`src/logic/ists_defs.vh`:
```
// Constants for the interrupt status tree: register offsets, bit positions, reset values.
// Assumes an 8-bit register port addressed by byte offset.
`ifndef ISTS_DEFS_VH
`define ISTS_DEFS_VH

`define ISTS_OFF_GP_PIN_STATUS 8'h41
`define ISTS_OFF_TOP_SUMMARY 8'h42
`define ISTS_OFF_GLOBAL_FUNC 8'h43
`define ISTS_OFF_INPUT_CLK 8'h44
`define ISTS_OFF_OUTPUT_CLK 8'h45
`define ISTS_OFF_ANALOG_PLL 8'h46
`define ISTS_OFF_DIGITAL_PLL 8'h47
`define ISTS_OFF_APLL_LOCK 8'h48

// Top summary fields
`define ISTS_TOP_MISC_BIT 6
`define ISTS_TOP_OUTCLK_BIT 5
`define ISTS_TOP_INCLK_BIT 4
`define ISTS_TOP_DPLL_BIT 3
`define ISTS_TOP_APLL_BIT 2
`define ISTS_TOP_GEN_BIT 1
`define ISTS_TOP_INT_BIT 0

// Global functions fields
`define ISTS_MISC_GROUP_FLAG_BOOT_BIT 7
`define ISTS_MISC_GROUP_FLAG_PA_BIT 1
`define ISTS_MISC_GROUP_FLAG_MAB_BIT 0

// Analog PLL lock status fields
`define ISTS_LK_SECOND_EN_BIT 6
`define ISTS_LK_SECOND_LAT_BIT 5
`define ISTS_LK_SECOND_BIT 4
`define ISTS_LK_BOTH_BIT 3
`define ISTS_LK_FIRST_EN_BIT 2
`define ISTS_LK_FIRST_LAT_BIT 1
`define ISTS_LK_FIRST_BIT 0

`define ISTS_REG_RESET 8'h00

`endif

```
`src/logic/ists_top.v`:
```
// Interrupt status tree: group summary registers, top summary, analog PLL lock status.
// Assumes sources and enables arrive as synchronous levels from their owning blocks,
// and a simple 8-bit register port with a read strobe and a write strobe.
`timescale 1ns/10ps
`default_nettype none
`include "ists_defs.vh"

// Overview of operation
// - Status bit 0 at 0x41 shows the raw level of general-purpose pin 0.
// - Misc group flag is set while any global-functions status bit is set.
// - Output-clock group flag is set while any output-clock status bit is set.
// - Input-clock group flag is set while any input-clock status bit is set.
// - Digital PLL group flag is set while its status register is nonzero.
// - Analog PLL group flag is set while its status register is nonzero.
// - Writable global enable; when clear no source reaches the summary bit.
// - Summary bit equals global enable AND any of the five group flags.
// - A general-purpose pin can be set to follow the summary bit.
// - Boot-done flag clears on reset and sets when boot controller finishes.
// - Phase-adjust flag is set while any enabled phase-adjust latched bit is set.
// - Measurement flag is set while any enabled measurement latched bit is set.
// - Input-clock flags 1..3 follow each enabled valid-change latched bit.
// - Output-clock flags 1..3 follow any enabled latched bit of that output.
// - Analog PLL status bit 0 follows any enabled lock latched bit.
// - Digital PLL status bit 0 follows any enabled bit of its latched registers.
// - Second-lock latched bit sets on any indicator change, clears on write 1.
// - Second-lock enable bit passes or blocks its latched bit as a request.
// - Combined-lock bit is 1 only while analog and digital PLLs are locked.
// - First-lock latched bit sets on any indicator change, clears on write 1.
// - First-lock enable bit passes or blocks its latched bit as a request.
// - First lock indicator is shown live, 1 meaning locked.
// - Input valid latched bit sets on each change, clears while its inClkValidClear bit is 1.
module ists_top #(
    parameter PA_W = 1,
    parameter MAB_W = 1,
    parameter OC_W = 8,
    parameter DPLL_W = 16
) (
    input wire ref_clk,
    input wire rst_b,
    input wire [7:0] regAddr,
    input wire regWrEn,
    input wire [7:0] regWrData,
    input wire regRdEn,
    output reg [7:0] regRdData,
    output reg regRdValid,
    input wire gpPin0Level,
    input wire gpPinFollowIrq,
    output reg gpPinIrqOut,
    output reg irqSummary,
    input wire bootCtrlDone,
    input wire [PA_W-1:0] phaseAdjLatched,
    input wire [PA_W-1:0] phaseAdjIrqEn,
    input wire [MAB_W-1:0] abMeasureLatched,
    input wire [MAB_W-1:0] abMeasureIrqEn,
    input wire [2:0] inClkValid,
    input wire [2:0] inClkValidIrqEn,
    input wire [2:0] inClkValidClear,
    output reg [2:0] inClkValidLatched,
    input wire [3*OC_W-1:0] outClkLatched,
    input wire [3*OC_W-1:0] outClkIrqEn,
    input wire [DPLL_W-1:0] digPllLatched,
    input wire [DPLL_W-1:0] digPllIrqEn,
    input wire lockIndFirst,
    input wire lockIndSecond,
    input wire digPllLocked
);

    // Hardware set wins over a clear in the same cycle
    function latchNext;
        input cur;
        input setEv;
        input clrEv;
        begin
            latchNext = setEv | (cur & ~clrEv);
        end
    endfunction

    function isWrite;
        input [7:0] addr;
        input [7:0] off;
        input wrEn;
        begin
            isWrite = wrEn & (addr == off);
        end
    endfunction

    reg [7:0] topSummary_reg;
    reg [7:0] topSummary_next;
    reg [7:0] globalFunc_reg;
    reg [7:0] globalFunc_next;
    reg [7:0] inClkStat_reg;
    reg [7:0] inClkStat_next;
    reg [7:0] outClkStat_reg;
    reg [7:0] outClkStat_next;
    reg [7:0] apllStat_reg;
    reg [7:0] apllStat_next;
    reg [7:0] dpllStat_reg;
    reg [7:0] dpllStat_next;
    reg [7:0] apllLock_reg;
    reg [7:0] apllLock_next;
    reg bootDone_reg;
    reg primed_reg;
    reg lockFirstPrev_reg;
    reg lockSecondPrev_reg;
    reg [2:0] inValidPrev_reg;
    wire [2:0] inValidLat_next;
    wire [2:0] outClkFlag;
    reg [7:0] rdMux;
    wire wrTop;
    wire wrLock;
    wire firstChange;
    wire secondChange;

    assign wrTop = isWrite(regAddr, `ISTS_OFF_TOP_SUMMARY, regWrEn);
    assign wrLock = isWrite(regAddr, `ISTS_OFF_APLL_LOCK, regWrEn);
    // Change detection held off for the first cycle after reset so a locked
    // PLL at release does not raise a spurious event.
    assign firstChange = primed_reg & (lockIndFirst != lockFirstPrev_reg);
    assign secondChange = primed_reg & (lockIndSecond != lockSecondPrev_reg);

    genvar gi;
    generate
        for (gi = 0; gi < 3; gi = gi + 1)
        begin : gChan
            assign outClkFlag[gi] = |(outClkLatched[gi*OC_W +: OC_W] & outClkIrqEn[gi*OC_W +: OC_W]);
            assign inValidLat_next[gi] = latchNext(inClkValidLatched[gi],
                primed_reg & (inClkValid[gi] != inValidPrev_reg[gi]), inClkValidClear[gi]);
        end
    endgenerate

    // Analog PLL lock register: live bits, W1C latched bits, enables
    // Live bits are registered, so they lag their inputs by one cycle
    always @*
    begin
        apllLock_next = apllLock_reg;
        apllLock_next[7] = 1'b0;
        apllLock_next[`ISTS_LK_FIRST_BIT] = lockIndFirst;
        apllLock_next[`ISTS_LK_SECOND_BIT] = lockIndSecond;
        apllLock_next[`ISTS_LK_BOTH_BIT] = lockIndFirst & lockIndSecond & digPllLocked;
        apllLock_next[`ISTS_LK_FIRST_LAT_BIT] = latchNext(apllLock_reg[`ISTS_LK_FIRST_LAT_BIT], firstChange,
            wrLock & regWrData[`ISTS_LK_FIRST_LAT_BIT]);
        apllLock_next[`ISTS_LK_SECOND_LAT_BIT] = latchNext(apllLock_reg[`ISTS_LK_SECOND_LAT_BIT], secondChange,
            wrLock & regWrData[`ISTS_LK_SECOND_LAT_BIT]);
        if (wrLock)
        begin
            apllLock_next[`ISTS_LK_FIRST_EN_BIT] = regWrData[`ISTS_LK_FIRST_EN_BIT];
            apllLock_next[`ISTS_LK_SECOND_EN_BIT] = regWrData[`ISTS_LK_SECOND_EN_BIT];
        end
    end

    // Group registers, rebuilt every cycle from current sources
    always @*
    begin
        globalFunc_next = `ISTS_REG_RESET;
        globalFunc_next[`ISTS_MISC_GROUP_FLAG_BOOT_BIT] = bootDone_reg | bootCtrlDone;
        globalFunc_next[`ISTS_MISC_GROUP_FLAG_PA_BIT] = |(phaseAdjLatched & phaseAdjIrqEn);
        globalFunc_next[`ISTS_MISC_GROUP_FLAG_MAB_BIT] = |(abMeasureLatched & abMeasureIrqEn);
        inClkStat_next = {5'h00, inClkValidLatched & inClkValidIrqEn};
        outClkStat_next = {5'h00, outClkFlag};
        apllStat_next = `ISTS_REG_RESET;
        apllStat_next[0] = (apllLock_reg[`ISTS_LK_FIRST_LAT_BIT] & apllLock_reg[`ISTS_LK_FIRST_EN_BIT]) |
            (apllLock_reg[`ISTS_LK_SECOND_LAT_BIT] & apllLock_reg[`ISTS_LK_SECOND_EN_BIT]);
        dpllStat_next = `ISTS_REG_RESET;
        dpllStat_next[0] = |(digPllLatched & digPllIrqEn);
    end

    // Top summary; only the global enable is writable
    // Boot-done counts as a misc source, so after boot the summary stays set while enabled
    always @*
    begin
        topSummary_next = `ISTS_REG_RESET;
        topSummary_next[`ISTS_TOP_MISC_BIT] = |globalFunc_next;
        topSummary_next[`ISTS_TOP_OUTCLK_BIT] = |outClkStat_next;
        topSummary_next[`ISTS_TOP_INCLK_BIT] = |inClkStat_next;
        topSummary_next[`ISTS_TOP_DPLL_BIT] = |dpllStat_next;
        topSummary_next[`ISTS_TOP_APLL_BIT] = |apllStat_next;
        topSummary_next[`ISTS_TOP_GEN_BIT] = wrTop ? regWrData[`ISTS_TOP_GEN_BIT] :
            topSummary_reg[`ISTS_TOP_GEN_BIT];
        topSummary_next[`ISTS_TOP_INT_BIT] = topSummary_next[`ISTS_TOP_GEN_BIT] &
            (|topSummary_next[`ISTS_TOP_MISC_BIT:`ISTS_TOP_APLL_BIT]);
    end

    // Read side has no side effects on any latched bit
    always @*
    begin
        case (regAddr)
            `ISTS_OFF_GP_PIN_STATUS: rdMux = {7'h00, gpPin0Level};
            `ISTS_OFF_TOP_SUMMARY: rdMux = topSummary_reg;
            `ISTS_OFF_GLOBAL_FUNC: rdMux = globalFunc_reg;
            `ISTS_OFF_INPUT_CLK: rdMux = inClkStat_reg;
            `ISTS_OFF_OUTPUT_CLK: rdMux = outClkStat_reg;
            `ISTS_OFF_ANALOG_PLL: rdMux = apllStat_reg;
            `ISTS_OFF_DIGITAL_PLL: rdMux = dpllStat_reg;
            `ISTS_OFF_APLL_LOCK: rdMux = apllLock_reg;
            default: rdMux = 8'h00;
        endcase
    end

    // Group registers and the summary flags are rebuilt from live sources each cycle; the global enable bit holds until written
    always @(posedge ref_clk)
    begin
        if (!rst_b)
        begin
            topSummary_reg <= `ISTS_REG_RESET;
        end
        else
        begin
            topSummary_reg <= topSummary_next;
        end
    end

    always @(posedge ref_clk)
    begin
        if (!rst_b)
        begin
            globalFunc_reg <= `ISTS_REG_RESET;
            bootDone_reg <= 1'b0;
        end
        else
        begin
            globalFunc_reg <= globalFunc_next;
            bootDone_reg <= bootDone_reg | bootCtrlDone;
        end
    end

    always @(posedge ref_clk)
    begin
        if (!rst_b)
        begin
            inClkStat_reg <= `ISTS_REG_RESET;
            outClkStat_reg <= `ISTS_REG_RESET;
        end
        else
        begin
            inClkStat_reg <= inClkStat_next;
            outClkStat_reg <= outClkStat_next;
        end
    end

    always @(posedge ref_clk)
    begin
        if (!rst_b)
        begin
            apllStat_reg <= `ISTS_REG_RESET;
            dpllStat_reg <= `ISTS_REG_RESET;
        end
        else
        begin
            apllStat_reg <= apllStat_next;
            dpllStat_reg <= dpllStat_next;
        end
    end

    always @(posedge ref_clk)
    begin
        if (!rst_b)
        begin
            apllLock_reg <= `ISTS_REG_RESET;
        end
        else
        begin
            apllLock_reg <= apllLock_next;
        end
    end

    // Lock history; the first cycle after reset only loads it
    always @(posedge ref_clk)
    begin
        if (!rst_b)
        begin
            primed_reg <= 1'b0;
            lockFirstPrev_reg <= 1'b0;
            lockSecondPrev_reg <= 1'b0;
        end
        else
        begin
            primed_reg <= 1'b1;
            lockFirstPrev_reg <= lockIndFirst;
            lockSecondPrev_reg <= lockIndSecond;
        end
    end

    always @(posedge ref_clk)
    begin
        if (!rst_b)
        begin
            inValidPrev_reg <= 3'h0;
            inClkValidLatched <= 3'h0;
        end
        else
        begin
            inValidPrev_reg <= inClkValid;
            inClkValidLatched <= inValidLat_next;
        end
    end

    // Read data holds between reads so a slow host can pick it up later
    always @(posedge ref_clk)
    begin
        if (!rst_b)
        begin
            regRdData <= 8'h00;
        end
        else
        begin
            regRdData <= regRdEn ? rdMux : regRdData;
        end
    end

    always @(posedge ref_clk)
    begin
        if (!rst_b)
        begin
            regRdValid <= 1'b0;
        end
        else
        begin
            regRdValid <= regRdEn;
        end
    end

    always @(posedge ref_clk)
    begin
        if (!rst_b)
        begin
            gpPinIrqOut <= 1'b0;
        end
        else
        begin
            gpPinIrqOut <= gpPinFollowIrq & topSummary_next[`ISTS_TOP_INT_BIT];
        end
    end

    always @(posedge ref_clk)
    begin
        if (!rst_b)
        begin
            irqSummary <= 1'b0;
        end
        else
        begin
            irqSummary <= topSummary_next[`ISTS_TOP_INT_BIT];
        end
    end

endmodule // ists_top
`default_nettype wire

```
`config.mk`:
```
export PLATFORM = sky130hd
export DESIGN_NAME = ists_top
export DESIGN_NICKNAME = d
export VERILOG_FILES = /design/src/logic/ists_top.v
export VERILOG_INCLUDE_DIRS = /design/src /design/src/logic
export SDC_FILE = /design/constraint.sdc
export NUM_CORES = 1
export LEC_CHECK = 0
export ABC_AREA = 1
export BUFFER_PORTS_ARGS = -buffer_cell sky130_fd_sc_hd__buf_2
export CORE_MARGIN = 5
export CORE_UTILIZATION = 38
export DETAILED_ROUTE_END_ITERATION = 6
export HOLD_SLACK_MARGIN = 0.03
export PLACE_DENSITY = 0.76
export SLEW_MARGIN = 10
export SYNTH_ARGS = -nofsm -noshare
export SYNTH_HDL_FRONTEND = slang
export SYNTH_SLANG_ARGS = --single-unit
export TNS_END_PERCENT = 50
```
`constraint.sdc`:
```
create_clock -name ref_clk -period 1.2 [get_ports ref_clk]
set_clock_uncertainty 0.2 [all_clocks]
set_input_delay 0.18 -clock ref_clk [delete_from_list [all_inputs] [get_ports ref_clk]]
set_output_delay 0.18 -clock ref_clk [all_outputs]
set_load 0.02 [all_outputs]
```
==> results.json <==
{
  "cts_max_level": 2,
  "cp.required_ps": 1180,
  "clockRootBuffer": "clkbuf_8",
  "ir_worst_vdd_mv": 0.7735,
  "hold_class": "in2reg",
  "maxCapViolCount": 0,
  "routed_wirelength_mm": 6.773,
  "num_antenna_cells": 0,
  "grt_setup_unrepaired": "true",
  "min_period_ps": 1297,
  "crit_arrival_ps": 1280,
  "mostFrequentLayoutCells": "119 x buf_2, 112 x nand2_1, 36 x dfxtp_1",
  "drt-pass1-iter-count": 4,
  "insertion_delay_ps": 280,
  "rows": 26,
  "start_util": 0.3936,
  "drive_above_1_share": 0.4283,
  "cts_buffers": 5,
  "ys_ff_latch": 40,
  "synth_warnings": 0,
  "clk_pin_slew_ps": 70,
  "cp_slowest_cell": "dfxtp_2",
  "seqCellArea_um2": 805.8,
  "core_area_um2": 5140,
  "fin_crit_sh": 1.081,
  "die-area_um2": 6883,
  "globalRouteTotalUtil": 0.1803,
  "critPathKind": "reg2reg",
  "via_per_inst": 4.491,
  "grt_pass1_wl_mm": 10.60,
  "slowest_delay_ps": 340,
  "vias": 2569,
  "areaGrowthSynthToFinish_pct": 72.97,
  "die_w_um": 82.97,
  "endpoint_kind": "flop",
  "dp_slack_ps": -305.7,
  "fillers": 442,
  "largest_reg_flops": 8,
  "final_core_util": 0.6809,
  "ys_seq_area_frac": 0.3958,
  "drt_iter0_drc": 137,
  "ant_nets": 0,
  "final_common_cell": "buf_2",
  "final_nets": 621,
  "syn-num-nets": 436,
  "wl_per_cell_um": 11.84,
  "drc": 0,
  "finalSetupViolations": 8,
  "grt_pass1_vias": 2611,
  "dieHeight_um": 82.97,
  "post-route-worst-setup-slack_ps": -96.79,
  "worstMarginPinSlew_ps": 269.0,
  "hold_viol": 0,
  "outcome": "complete, but fails checks",
  "io_buffer_count": 128,
  "leakagePower_nw": 1.911,
  "cts_hold_buf": 17,
  "syn_area_um2": 2023,
  "failed_checks": "setup timing",
  "grt_max_degree": 22,
  "syn_inst": 317,
  "cts_sinks": 40,
  "relSlewSlack": 0.8191,
  "cpMostUsedCell": "nor2_1",
  "hpwl_mm": 5.129,
  "gp_congestion": 0.8582,
  "power.density_nw_per_um2": 824.5,
  "cts_tree": "done",
  "avgSynthCellArea_um2": 6.382,
  "crit_chain": "nor2_4 -> nand2_1 -> nor2_1 -> nand4_1 -> nor2_1 -> nand3_1 -> nand2_2 -> inv_1",
  "clockBufferDepth": 2,
  "antenna_found_initial": 0,
  "grt_overflow": 0,
  "pin_count": 133,
  "multiInputGateArea_um2": 1152,
  "cp-start-kind": "flop",
  "ys_types": 22,
  "fmax_ghz": 0.7711,
  "slew_viol_final": 0,
  "worst-path-max-fanout": 2
}
==> through the flow <==
stage | hold WS (ps) | TNS, ps | std cells | total power [mW] | area, um2
global placement | 184.7 | -2985 | 540 | 1.987 | 3035
finish | 5.052 | -327.3 | 572 | 2.886 | 3500
global route | 13.37 | -1039 | 572 | 3.045 | 3500
floorplan | 7.717 | -27.78 | 317 | 1.670 | 2096
detailed placement | 192.3 | -3321 | 540 | 2.000 | 3035
CTS | -1.370 | -336.0 | 567 | 2.872 | 3349
==> where the power goes <==
group / leakage (nW) / total (mW) / switching, mW / internal (mW)
Sequential: 0.330 / 1.41 / 0.0306 / 1.38
Combinational: 1.54 / 0.674 / 0.302 / 0.372
Clock: 0.0410 / 0.800 / 0.405 / 0.394
Total: 1.91 / 2.89 / 0.738 / 2.15
==> what timing repair did <==
action / in CTS / in global routing
gates resized for setup: 15 / 26
hold endpoints to repair: 26 / 4
cloned: 0 / 3
pin swaps: 0 / 10
setup buffers: 3 / 5
endpoints found under the setup margin: 8 / 22
==> area by class of cell <==
cell class / count / share of cell area
inverters: 37 / 0.04469
clock buffers: 6 / 0.02074
clock inverters: 1 / 0.001430
well taps: 70 / 0.02503
multi-input cells: 234 / 0.3293
repair buffers: 184 / 0.3486
flip-flops and latches: 40 / 0.2302
==> layer usage <==
| layer | up-vias | routed length [um] | global-route usage | share of wire |
|---|---|---|---|---|
| li1 | 1366 | - | - | - |
| met1 | 1104 | 2696 | 0.2147 | 0.40 |
| met2 | 93 | 3546 | 0.3273 | 0.52 |
| met3 | 6 | 489 | 0.05248 | 0.072 |
| met4 | 0 | 40 | 0.02377 | 0.0059 |
| met5 | - | 0 | 0 | 0 |
==> path summary, 6_finish.rpt <==
path,from,endpoint,slack [ps],depth (start not counted)
max,globalFunc_reg[7]$_SDFF_PN0_,topSummary_reg[0]$_SDFF_PN0_,-100,8
max reg2reg,globalFunc_reg[7]$_SDFF_PN0_,topSummary_reg[0]$_SDFF_PN0_,-100,8
min reg2reg,regRdData[4]$_SDFFE_PN0P_,regRdData[4]$_SDFFE_PN0P_,270,2
min,rst_b,outClkStat_reg[0]$_SDFF_PN0_,5,3
==> critical path: cells and delay by family (launching register included) <==
family | cells | cell delay [ps]
buffers and inverters | 1 | 40
AND/OR/NAND/NOR | 7 | 620
flip-flops | 1 | 340
==> Yosys cell counts <==
cell type	number	share of area
nand2_2	2	0.0062
inv_1	34	0.063
nand4_1	13	0.040
buf_4	1	0.0037
a21oi_2	1	0.0043
clkbuf_1	4	0.0074
xor2_1	5	0.022
nand2_1	120	0.22
buf_6	1	0.0056
clkinv_1	1	0.0019
nor2_1	35	0.065
inv_2	2	0.0037
nor4_1	1	0.0031
nand3_1	24	0.059
o21ai_1	5	0.012
nor2_4	3	0.017
nand4_2	1	0.0062
dfxtp_1	40	0.40
a21oi_1	16	0.040
o21ai_0	6	0.015
o31ai_1	1	0.0037
nor2_2	1	0.0031
==> logic make-up after synthesis <==
group,share of synthesized area
AOI/OAI and AO/OA,0.07483
xor gates and xnor gates,0.02164
buffers and inverters,0.08534
DFF,0.3958
and+or+nand+nor,0.4224
Note: power is estimated with default switching activity, not from simulation.
